File: src/prc_pkg.sv
// Constants and types shared by the power, reset and synthesizer control.
// Assumes a 50 MHz digital clock and an 8-bit register port.
package prc_pkg;
  // ----------------------------------------
  // Timing
  // ----------------------------------------
  localparam int unsigned CLK_HZ         = 50_000_000;
  localparam int unsigned CLK_MHZ        = CLK_HZ / 1_000_000;
  localparam int unsigned RESET_MIN_US   = 700;
  localparam int unsigned RESET_CYCLES   = RESET_MIN_US * CLK_MHZ;
  localparam int unsigned SD_HOLD_US     = 1;
  localparam int unsigned SD_HOLD_CYCLES = SD_HOLD_US * CLK_MHZ;
  // ----------------------------------------
  // Register offsets
  // ----------------------------------------
  localparam logic [4:0] OFS_PWR_A = 5'h00;
  localparam logic [4:0] OFS_PWR_B = 5'h01;
  localparam logic [4:0] OFS_PWR_C = 5'h02;
  localparam logic [4:0] OFS_PWR_D = 5'h03;
  localparam logic [4:0] OFS_SYN3  = 5'h04;
  localparam logic [4:0] OFS_SYN2  = 5'h05;
  localparam logic [4:0] OFS_SYN1  = 5'h06;
  localparam logic [4:0] OFS_SYN0  = 5'h07;
  localparam logic [4:0] OFS_SCFG  = 5'h08;
  localparam logic [4:0] OFS_STEP  = 5'h09;
  localparam logic [4:0] OFS_CHAN  = 5'h0A;
  localparam logic [4:0] OFS_CALRX = 5'h0B;
  localparam logic [4:0] OFS_CALTX = 5'h0C;
  localparam logic [4:0] OFS_STAT  = 5'h0D;
  localparam logic [4:0] OFS_CMD   = 5'h0E;
  // ----------------------------------------
  // Reset values and codes
  // ----------------------------------------
  localparam logic [2:0] LVL_RESET = 3'h4;
  localparam logic [2:0] LVL_1V4   = 3'h3;
  localparam logic [2:0] LVL_BAD   = 3'h0;
  localparam logic [7:0] STEP_RESET = 8'h3F;
  localparam logic [27:0] BASE_RESET = 28'h62B8520;
  localparam logic [2:0] PUMP_RESET = 3'h2;
  localparam logic [2:0] RS_READY = 3'h0;
  localparam logic [2:0] RS_LOCK  = 3'h1;
  localparam logic [2:0] RS_RX    = 3'h2;
  localparam logic [2:0] RS_TX    = 3'h3;
  localparam logic [10:0] MV_BASE = 11'h44C;
  localparam logic [10:0] MV_STEP = 11'h064;
  typedef enum logic {CAL_IDLE, CAL_RUN} prc_cal_t;

  // Converter level code to millivolts
  function automatic logic [10:0] level_mv(input logic [2:0] code);
    level_mv = MV_BASE + 11'(code) * MV_STEP;
  endfunction
endpackage

File: src/prc_core_if.sv
// Signals between the control top and its two helper blocks.
// Assumes all three run on the same digital clock.
`timescale 1ns/1ps
interface prc_core_if;
  logic        frac_en;
  logic [14:0] rate_word;
  logic        soft_rst;
  logic        sw_clk;
  logic [27:0] base_word;
  logic        band_select;
  logic        ref_halver_en;
  logic [7:0]  chan_step_word;
  logic [7:0]  chan_index;
  logic [27:0] base_ratio;
  logic [28:0] center_ratio;
  modport top (output frac_en, rate_word, soft_rst, base_word, band_select,
               ref_halver_en, chan_step_word, chan_index,
               input sw_clk, base_ratio, center_ratio);
  modport sw (input frac_en, rate_word, soft_rst, output sw_clk);
  modport fq (input base_word, band_select, ref_halver_en, chan_step_word,
              chan_index, output base_ratio, center_ratio);
endinterface

File: src/prc_top.sv
// Power, reset and synthesizer control of the transceiver digital domain.
// Assumes clk is the digital clock and radio_state comes from the same domain.
`timescale 1ns/1ps
// Notes on behaviour
// - Level code 001 is 1.2 V up to 111 at 1.8 V, 100 mV steps.
// - Transmit-only mode forces 1.4 V in receive; otherwise the code applies.
// - Fractional switching off: switching clock is digital clock divided by 4.
// - Fractional switching on: rate is word times digital clock over 2^15.
// - Digital clock is crystal for 24-26 MHz, crystal halved for 48-52 MHz.
// - Power-up holds internal reset low 0.7-2 ms and restores all defaults.
// - Same pulse follows shutdown release; shutdown must last 1 us to count.
// - Internal reset is driven out on the first general-purpose pin.
// - Soft reset command performs only a partial reset.
// - Shutdown high raises pad-off, disabling all digital pads.
// - Calibrate synthesizer on ready-to-active and rx/tx swaps; store the word.
// - Centre frequency is base plus index times step, scaled fxo over 2^15.
// - Base is fxo times word over 2^20, divided by B/2 times D.
// - Band divider is 4 for band bit 0, 8 for band bit 1.
// - Reference divider is 1 for halver bit 0, 2 for halver bit 1.
// - Channel index is an 8-bit register, 256 channels.
module prc_top
  import prc_pkg::*;
#(
  parameter int unsigned RESET_PULSE_CYCLES = prc_pkg::RESET_CYCLES
)
(
  input  wire logic          clk,
  input  wire logic          reset,
  input  wire logic          shutdown_pin,
  input  wire logic [4:0]    reg_addr,
  input  wire logic [7:0]    reg_wdata,
  input  wire logic          reg_write,
  input  wire logic          reg_read,
  output logic      [7:0]    reg_rdata,
  input  wire logic [2:0]    radio_state,
  input  wire logic          cal_done,
  input  wire logic [6:0]    cal_result,
  output logic               cal_start,
  output logic      [6:0]    synth_cal_word,
  output logic               internal_rst_low,
  output logic               first_gp_pin,
  output logic               pad_off_control,
  output logic      [2:0]    converter_level,
  output logic      [10:0]   converter_level_mv,
  output logic               converter_switch_clk,
  output logic               regulator_bypass,
  output logic               xo_div2_sel,
  output logic      [2:0]    pump_current_sel,
  output logic               detector_split_en,
  output logic      [27:0]   base_ratio,
  output logic      [28:0]   center_ratio
);
  typedef struct packed {
    logic        sd_meta;
    logic        sd_sync;
    logic [5:0]  sd_cnt;
    logic [15:0] rst_cnt;
    logic        rst_low;
    logic        pad_off;
    logic [2:0]  lvl_sel;
    logic        tx_only;
    logic        bypass;
    logic        xo_double;
    logic        frac_en;
    logic [14:0] rate;
    logic [27:0] base;
    logic        band;
    logic        ref_half;
    logic        split;
    logic [2:0]  pump;
    logic        cal_off;
    logic [7:0]  step;
    logic [7:0]  chan;
    logic [6:0]  cal_rx;
    logic [6:0]  cal_tx;
    prc_cal_t    cal;
    logic        cal_for_tx;
    logic        cal_start;
    logic [2:0]  prev_state;
    logic [2:0]  lvl_out;
    logic [10:0] lvl_mv;
    logic        soft_rst;
    logic [7:0]  rdata;
    logic [6:0]  cal_word;
  } prc_state_t;

  localparam logic [15:0] PULSE = 16'(RESET_PULSE_CYCLES);
  localparam logic [5:0]  HOLD  = 6'(SD_HOLD_CYCLES);

  prc_state_t s;
  prc_state_t next_s;
  logic       trig;
  logic       wr;
  prc_core_if core ();

  // ----------------------------------------
  // Configuration defaults
  // ----------------------------------------
  function automatic prc_state_t cfg_default(input prc_state_t x);
    prc_state_t y;
    y = x;
    y.lvl_sel = LVL_RESET;
    y.tx_only = 1'b0;
    y.bypass = 1'b0;
    y.xo_double = 1'b0;
    y.frac_en = 1'b0;
    y.rate = '0;
    y.base = BASE_RESET;
    y.band = 1'b0;
    y.ref_half = 1'b0;
    y.split = 1'b0;
    y.pump = PUMP_RESET;
    y.cal_off = 1'b0;
    y.step = STEP_RESET;
    y.chan = '0;
    y.cal_rx = '0;
    y.cal_tx = '0;
    y.cal = CAL_IDLE;
    cfg_default = y;
  endfunction

  // ----------------------------------------
  // Next state
  // ----------------------------------------
  always_comb
  begin
    next_s = s;
    wr = reg_write && s.rst_low;
    next_s.soft_rst = 1'b0;
    next_s.cal_start = 1'b0;
    next_s.rdata = '0;
    // Pin is asynchronous, so two stages before use
    next_s.sd_meta = shutdown_pin;
    next_s.sd_sync = s.sd_meta;
    next_s.pad_off = s.sd_sync;
    if (s.sd_sync)
    begin
      next_s.sd_cnt = (s.sd_cnt == HOLD) ? s.sd_cnt : s.sd_cnt + 6'h01;
    end
    else
    begin
      next_s.sd_cnt = '0;
    end
    // Short shutdown glitches leave the reset counter alone
    if (s.sd_sync && s.sd_cnt == HOLD)
    begin
      next_s.rst_cnt = PULSE;
    end
    else if (s.rst_cnt != '0)
    begin
      next_s.rst_cnt = s.rst_cnt - 16'h0001;
    end

    if (wr)
    begin
      case (reg_addr)
        OFS_PWR_A:
        begin
          if (reg_wdata[2:0] != LVL_BAD)
          begin
            next_s.lvl_sel = reg_wdata[2:0];
          end
        end
        OFS_PWR_B:
        begin
          next_s.tx_only = reg_wdata[0];
          next_s.bypass = reg_wdata[1];
          next_s.xo_double = reg_wdata[2];
        end
        OFS_PWR_C: next_s.rate[7:0] = reg_wdata;
        OFS_PWR_D:
        begin
          next_s.rate[14:8] = reg_wdata[6:0];
          next_s.frac_en = reg_wdata[7];
        end
        OFS_SYN3:
        begin
          next_s.base[27:24] = reg_wdata[3:0];
          next_s.band = reg_wdata[4];
          next_s.pump = reg_wdata[7:5];
        end
        OFS_SYN2: next_s.base[23:16] = reg_wdata;
        OFS_SYN1: next_s.base[15:8] = reg_wdata;
        OFS_SYN0: next_s.base[7:0] = reg_wdata;
        OFS_SCFG:
        begin
          next_s.split = reg_wdata[0];
          next_s.ref_half = reg_wdata[1];
          next_s.cal_off = reg_wdata[2];
        end
        OFS_STEP: next_s.step = reg_wdata;
        OFS_CHAN: next_s.chan = reg_wdata;
        OFS_CALRX: next_s.cal_rx = reg_wdata[6:0];
        OFS_CALTX: next_s.cal_tx = reg_wdata[6:0];
        OFS_CMD: next_s.soft_rst = reg_wdata[0];
        default: next_s.rdata = '0;
      endcase
    end

    if (reg_read)
    begin
      case (reg_addr)
        OFS_PWR_A: next_s.rdata = {5'h00, s.lvl_sel};
        OFS_PWR_B: next_s.rdata = {5'h00, s.xo_double, s.bypass, s.tx_only};
        OFS_PWR_C: next_s.rdata = s.rate[7:0];
        OFS_PWR_D: next_s.rdata = {s.frac_en, s.rate[14:8]};
        OFS_SYN3: next_s.rdata = {s.pump, s.band, s.base[27:24]};
        OFS_SYN2: next_s.rdata = s.base[23:16];
        OFS_SYN1: next_s.rdata = s.base[15:8];
        OFS_SYN0: next_s.rdata = s.base[7:0];
        OFS_SCFG: next_s.rdata = {5'h00, s.cal_off, s.ref_half, s.split};
        OFS_STEP: next_s.rdata = s.step;
        OFS_CHAN: next_s.rdata = s.chan;
        OFS_CALRX: next_s.rdata = {1'b0, s.cal_rx};
        OFS_CALTX: next_s.rdata = {1'b0, s.cal_tx};
        OFS_STAT: next_s.rdata = {3'h0, s.pad_off, s.cal == CAL_RUN, s.lvl_out};
        default: next_s.rdata = '0;
      endcase
    end

    // ----------------------------------------
    // Synthesizer calibration
    // ----------------------------------------
    trig = (s.prev_state == RS_READY &&
            (radio_state == RS_LOCK || radio_state == RS_RX || radio_state == RS_TX)) ||
           (s.prev_state == RS_RX && radio_state == RS_TX) ||
           (s.prev_state == RS_TX && radio_state == RS_RX);
    next_s.prev_state = radio_state;
    case (s.cal)
      CAL_IDLE:
      begin
        if (trig && !s.cal_off)
        begin
          next_s.cal = CAL_RUN;
          next_s.cal_start = 1'b1;
          next_s.cal_for_tx = (radio_state == RS_TX);
        end
      end
      CAL_RUN:
      begin
        // Hardware result wins over a word write in the same cycle, but not over a soft reset
        if (cal_done)
        begin
          next_s.cal = CAL_IDLE;
          if (s.cal_for_tx)
          begin
            next_s.cal_tx = cal_result;
          end
          else
          begin
            next_s.cal_rx = cal_result;
          end
        end
      end
      default: next_s.cal = CAL_IDLE;
    endcase

    // Partial reset: calibration here and the switching clock in prc_swclk, power and synth settings kept
    if (next_s.soft_rst)
    begin
      next_s.cal = CAL_IDLE;
      next_s.cal_rx = '0;
      next_s.cal_tx = '0;
    end

    if (reset)
    begin
      next_s = '0;
      next_s.rst_cnt = PULSE;
    end
    if (next_s.rst_cnt != '0)
    begin
      next_s = cfg_default(next_s);
    end
    next_s.rst_low = (next_s.rst_cnt == '0);
    // Receive runs at 1.4 V when the level is for transmit only
    next_s.lvl_out = (next_s.tx_only && radio_state == RS_RX) ? LVL_1V4 : next_s.lvl_sel;
    next_s.lvl_mv = level_mv(next_s.lvl_out);
    next_s.cal_word = (radio_state == RS_TX) ? next_s.cal_tx : next_s.cal_rx;
  end

  always_ff @(posedge clk)
  begin
    s <= next_s;
  end

  // ----------------------------------------
  // Helper blocks
  // ----------------------------------------
  assign core.frac_en = s.frac_en;
  assign core.rate_word = s.rate;
  assign core.soft_rst = s.soft_rst;
  assign core.base_word = s.base;
  assign core.band_select = s.band;
  assign core.ref_halver_en = s.ref_half;
  assign core.chan_step_word = s.step;
  assign core.chan_index = s.chan;

  prc_swclk u_swclk (
    .clk   (clk),
    .reset (!s.rst_low),
    .io    (core.sw)
  );

  prc_freq u_freq (
    .clk   (clk),
    .reset (!s.rst_low),
    .io    (core.fq)
  );

  // ----------------------------------------
  // Outputs
  // ----------------------------------------
  assign reg_rdata = s.rdata;
  assign cal_start = s.cal_start;
  assign synth_cal_word = s.cal_word;
  assign internal_rst_low = s.rst_low;
  assign first_gp_pin = s.rst_low;
  assign pad_off_control = s.pad_off;
  assign converter_level = s.lvl_out;
  assign converter_level_mv = s.lvl_mv;
  assign converter_switch_clk = core.sw_clk;
  assign regulator_bypass = s.bypass;
  assign xo_div2_sel = s.xo_double;
  assign pump_current_sel = s.pump;
  assign detector_split_en = s.split;
  assign base_ratio = core.base_ratio;
  assign center_ratio = core.center_ratio;
endmodule

File: src/prc_swclk.sv
// Converter switching clock: fixed divide by 4 or phase accumulator.
// Assumes the rate word is static while in use.
`timescale 1ns/1ps
module prc_swclk
  import prc_pkg::*;
(
  input wire logic clk,
  input wire logic reset,
  prc_core_if.sw   io
);
  typedef struct packed {
    logic [14:0] acc;
    logic [1:0]  div;
    logic        clk_out;
  } prc_sw_t;
  prc_sw_t s;
  prc_sw_t next_s;

  always_comb
  begin
    next_s = s;
    if (reset || io.soft_rst)
    begin
      next_s = '0;
    end
    else if (io.frac_en)
    begin
      // Accumulator MSB gives rate * fclk / 2^15
      next_s.acc = s.acc + io.rate_word;
      next_s.clk_out = next_s.acc[14];
    end
    else
    begin
      next_s.div = s.div + 2'h1;
      next_s.clk_out = next_s.div[1];
    end
  end

  always_ff @(posedge clk)
  begin
    s <= next_s;
  end
  assign io.sw_clk = s.clk_out;
endmodule

File: src/prc_freq.sv
// Base and channel centre frequency words, in units of fxo / 2^20.
// Assumes the inputs come from registers on the same clock.
`timescale 1ns/1ps
module prc_freq
  import prc_pkg::*;
(
  input wire logic clk,
  input wire logic reset,
  prc_core_if.fq   io
);
  typedef struct packed {
    logic [27:0] base;
    logic [28:0] center;
  } prc_fq_t;
  prc_fq_t s;
  prc_fq_t next_s;
  logic [1:0]  shift;
  logic [20:0] chan_off;

  always_comb
  begin
    // B/2 * D is 2, 4 or 8, so the divide is a shift
    shift = io.band_select ? 2'h2 : 2'h1;
    shift = shift + {1'b0, io.ref_halver_en};
    // 2^20 / 2^15 leaves a shift of five
    // Widened first: inside a concatenation the product would keep only 8 bits
    chan_off = {16'(io.chan_step_word) * 16'(io.chan_index), 5'h00};
    next_s.base = io.base_word >> shift;
    next_s.center = {1'b0, next_s.base} + 29'(chan_off);
    if (reset)
    begin
      next_s = '0;
    end
  end

  always_ff @(posedge clk)
  begin
    s <= next_s;
  end
  assign io.base_ratio = s.base;
  assign io.center_ratio = s.center;
endmodule

File: config.mk
export PLATFORM = sky130hd
export DESIGN_NAME = prc_top
export DESIGN_NICKNAME = d
export VERILOG_FILES = /design/src/prc_pkg.sv /design/src/prc_core_if.sv /design/src/prc_top.sv /design/src/prc_swclk.sv /design/src/prc_freq.sv
export SDC_FILE = /design/constraint.sdc
export NUM_CORES = 1
export LEC_CHECK = 0
export BUFFER_PORTS_ARGS = -buffer_cell sky130_fd_sc_hd__buf_2
export CORE_UTILIZATION = 50
export CTS_CLUSTER_SIZE = 16
export DETAILED_ROUTE_END_ITERATION = 8
export PLACE_DENSITY = 0.8
export SLEW_MARGIN = 30
export SYNTH_ARGS = -nofsm -noshare
export SYNTH_HDL_FRONTEND = slang
export SYNTH_SLANG_ARGS = --single-unit
export TNS_END_PERCENT = 1
File: constraint.sdc
create_clock -name clk -period 10.6 [get_ports clk]
set_clock_uncertainty 0.15 [all_clocks]
set_input_delay 1.06 -clock clk [delete_from_list [all_inputs] [get_ports clk]]
set_output_delay 1.06 -clock clk [all_outputs]
set_load 0.02 [all_outputs]
==> results_dict.tcl <==
set metrics [dict create \
    run_status "completed" \
    wl_per_cell_um 18.0 \
    clkTransAtPathRegs_ns 0.06 \
    drt-total-wl_um 33700 \
    numClockSinks 217 \
    die_x_um 164 \
    fin_setup_tns_ns 0 \
    grt_max_degree 57 \
    worst_slack_ns 4.09 \
    hold_buffers 0 \
    synth-seq-cells 217 \
    yosys_most_used_dff "dfxtp_1" \
    cts_setup_buffers 0 \
    critPathSlowestCell "fa_1" \
    drtIter0Drc 1173 \
    ios 126 \
    yosysTopAreaCellShare_pct 33.3 \
    cts_tree "done" \
    routed_via_density 5.90 \
    portBuffers 123 \
    synthesis.area_um2 13100 \
    cp.arrival_ns 6.76 \
    cts-root-buf "clkbuf_16" \
    synth_seq_area_share_pct 33.3 \
    cts_made_buffers 23 \
    cts_resized 0 \
    drive_gt1_share_pct 14.4 \
    slowest_delay_ns 0.55 \
    chipHeight_um 164 \
    first_pass_iters 6 \
    area_growth_pct 10.5 \
    dr_total_vias 11000 \
    relSlewSlack_pct 35.6 \
    drc 0 \
    yosys_warnings 0 \
    grt_pass1_vias 10500 \
    setup_viol 0 \
    antenna_left 0 \
    critPathKind "reg2reg" \
    maxSlewViolCount 0 \
    tightest_slew_ns 0.962 \
    cap_violations 0 \
    clock.fmax_mhz 154 \
    dp_slack_ns 4.18 \
    synthTopCellsByCount "dfxtp_1, nand2_1, nor2_1" \
    coreArea_um2 25400 \
    synthCells 1466 \
    cp_max_fo 10 \
    track_usage_pct 25.1 \
    clkLatencyLatePin_ns 0.54 \
    synth.most_common_cell "dfxtp_1" \
    min_period_ns 6.51 \
    synth_top_area_cell "dfxtp_1" \
    cpMostUsedCell "fa_1" \
    overflow 0 \
    p_leak_nw 6.13 \
    cp-end-kind "flip-flop" \
    cp_top_family "adder cells" \
    rows 58 \
    cp-start-kind "flip-flop" \
    grt_antenna_before_repair 0 \
    h-tree-depth 1 \
    dpl.hpwl_um 24300 \
    worstPathCellList "and2_1 > fa_1 > fa_1 > inv_1 > fa_1 > fa_1 > inv_1 > ha_1 > nor2b_1 > o21ai_0 > a21oi_1 > a31oi_1 > nor2b_1 > xnor2_1 > ha_1 > a21o_1 > or4_1 > a21o_1 > a41oi_1 > o21bai_1 > nand4_1 > mux2_2" \
    rsz0062_at_grt "no" \
    max-vdd-ir-drop_v 0.000122 \
    critPathRequiredTime_ns 10.86 \
    die_area_um2 26800 \
    cts_buffer_depth 3 \
    critPathBufInv 2 \
    synth_edf_count 0 \
    num_antenna_cells 0 \
    async_flop_share_pct 0 \
    gp_congestion 0.932 \
    final_nets 1665 \
    hold_path_class "reg2reg" \
    synth_cell_types 79 \
    grt_pass1_wl_um 53800 \
    hold_violations 0 \
    syn_avg_cell_area_um2 8.90 \
    synth_area_leaders "dfxtp_1, ha_1, fa_1" \
    power_density_nw_per_um2 121 \
    start_util_pct 51.4 \
    fin_crit_sh_pct 61.4 \
]
## worst paths after layout
path	from	end	slack, ns	depth (start not counted)
setup / recovery	core.chan_step_word[1]$_SDFFE_PN1P_	u_freq.io.center_ratio[26]$_SDFF_PN0_	4.09	22
hold / removal	u_swclk.s[7]$_SDFFE_PP0P_	u_swclk.s[7]$_SDFFE_PP0P_	0.34	2
hold reg to reg	u_swclk.s[7]$_SDFFE_PP0P_	u_swclk.s[7]$_SDFFE_PP0P_	0.34	2
setup reg to reg	core.chan_step_word[1]$_SDFFE_PN1P_	u_freq.io.center_ratio[26]$_SDFF_PN0_	4.09	22
## cell families (layout without fill, tap and decap cells)
family	count (synthesis)	after routing	synth area share (%)
other	1	2	0.0287
XOR/XNOR	48	48	3.33
flip-flops	217	217	33.3
AND/OR/NAND/NOR	536	536	20.6
adder cells (fa/ha/maj)	116	116	13.3
multiplexers	82	82	8.63
AO/OA/AOI/OAI	288	288	14.4
buffers and inverters	178	248	6.43
## where the power goes
part,switching [W],total [W],internal [W]
sequential,0.00000408,0.000823,0.000819
clock,0.000343,0.000878,0.000535
combinational,0.0000337,0.0000483,0.0000146
total,0.000381,0.00175,0.00137
## per-layer routing
metal | global-route usage (%) | wire length, um
met5 | 0 | 0
met4 | 9.13 | 1260
met3 | 4.09 | 3110
met2 | 39.2 | 14800
met1 | 34.8 | 14500
## sequential cells by signal (all words and copies together), names as in the netlist, 9 cells and up
| name | count |
|---|---|
| converter_level_mv | 9 |
| core.base_word | 28 |
| core.rate_word | 15 |
| s | 48 |
| u_freq.io.base_ratio | 23 |
| u_freq.io.center_ratio | 29 |
| u_swclk.s | 17 |
## worst register-to-register path: stages (launching register included)
cell and delay [ns]:
dfxtp_1 0.41, and2_1 0.22, fa_1 0.45, fa_1 0.54, inv_1 0.05, fa_1 0.47, fa_1 0.55, inv_1 0.04
ha_1 0.33, nor2b_1 0.14, o21ai_0 0.23, a21oi_1 0.14, a31oi_1 0.24, nor2b_1 0.19, xnor2_1 0.08, ha_1 0.36
a21o_1 0.20, or4_1 0.39, a21o_1 0.18, a41oi_1 0.39, o21bai_1 0.14, nand4_1 0.14, mux2_2 0.35
## area by class of cell
| cell class | instances | area, um2 |
|---|---|---|
| well taps | 330 | 413 |
| multi-input cells | 1072 | 7890 |
| repair buffers | 128 | 653 |
| clock buffers | 31 | 656 |
| inverters | 78 | 293 |
| clock inverters | 11 | 175 |
| flip-flops and latches | 217 | 4340 |
| fillers | 2208 | 11000 |
## per-stage QoR
step                      hold WS [ns]  util [%]  cell area [um2]  cells  total power [W]
after floorplan                  0.264         -            13100   1467         0.000869
after global placement           0.307      53.4            13600   1825         0.000886
after detailed placement         0.324      53.4            13600   1825         0.000887
after CTS                        0.333      56.7            14400   1867          0.00176
after global routing             0.344      56.8            14400   1867          0.00180
final                            0.335      56.8            14400   1867          0.00175
## layout by cell type (no fill, tap or decap), types with 10 or more instances in the layout
master,Yosys,layout
a211oi_1,20,20
a21o_1,10,10
a21oi_1,102,102
a221oi_1,10,10
a22o_1,11,11
a22oi_1,24,24
and2_1,89,89
buf_2,11,123
clkbuf_16,0,23
dfxtp_1,217,217
fa_1,38,38
ha_1,78,78
inv_1,77,77
mux2i_1,54,54
mux4_2,24,24
nand2_1,135,135
nand2b_1,15,15
nand3_1,41,41
nand4_1,10,10
nor2_1,130,127
nor2b_1,26,26
nor3_1,40,39
o21ai_0,41,41
or3_1,10,10
xnor2_1,34,34
xor2_1,13,13
Note: power is estimated with default switching activity, not from simulation.
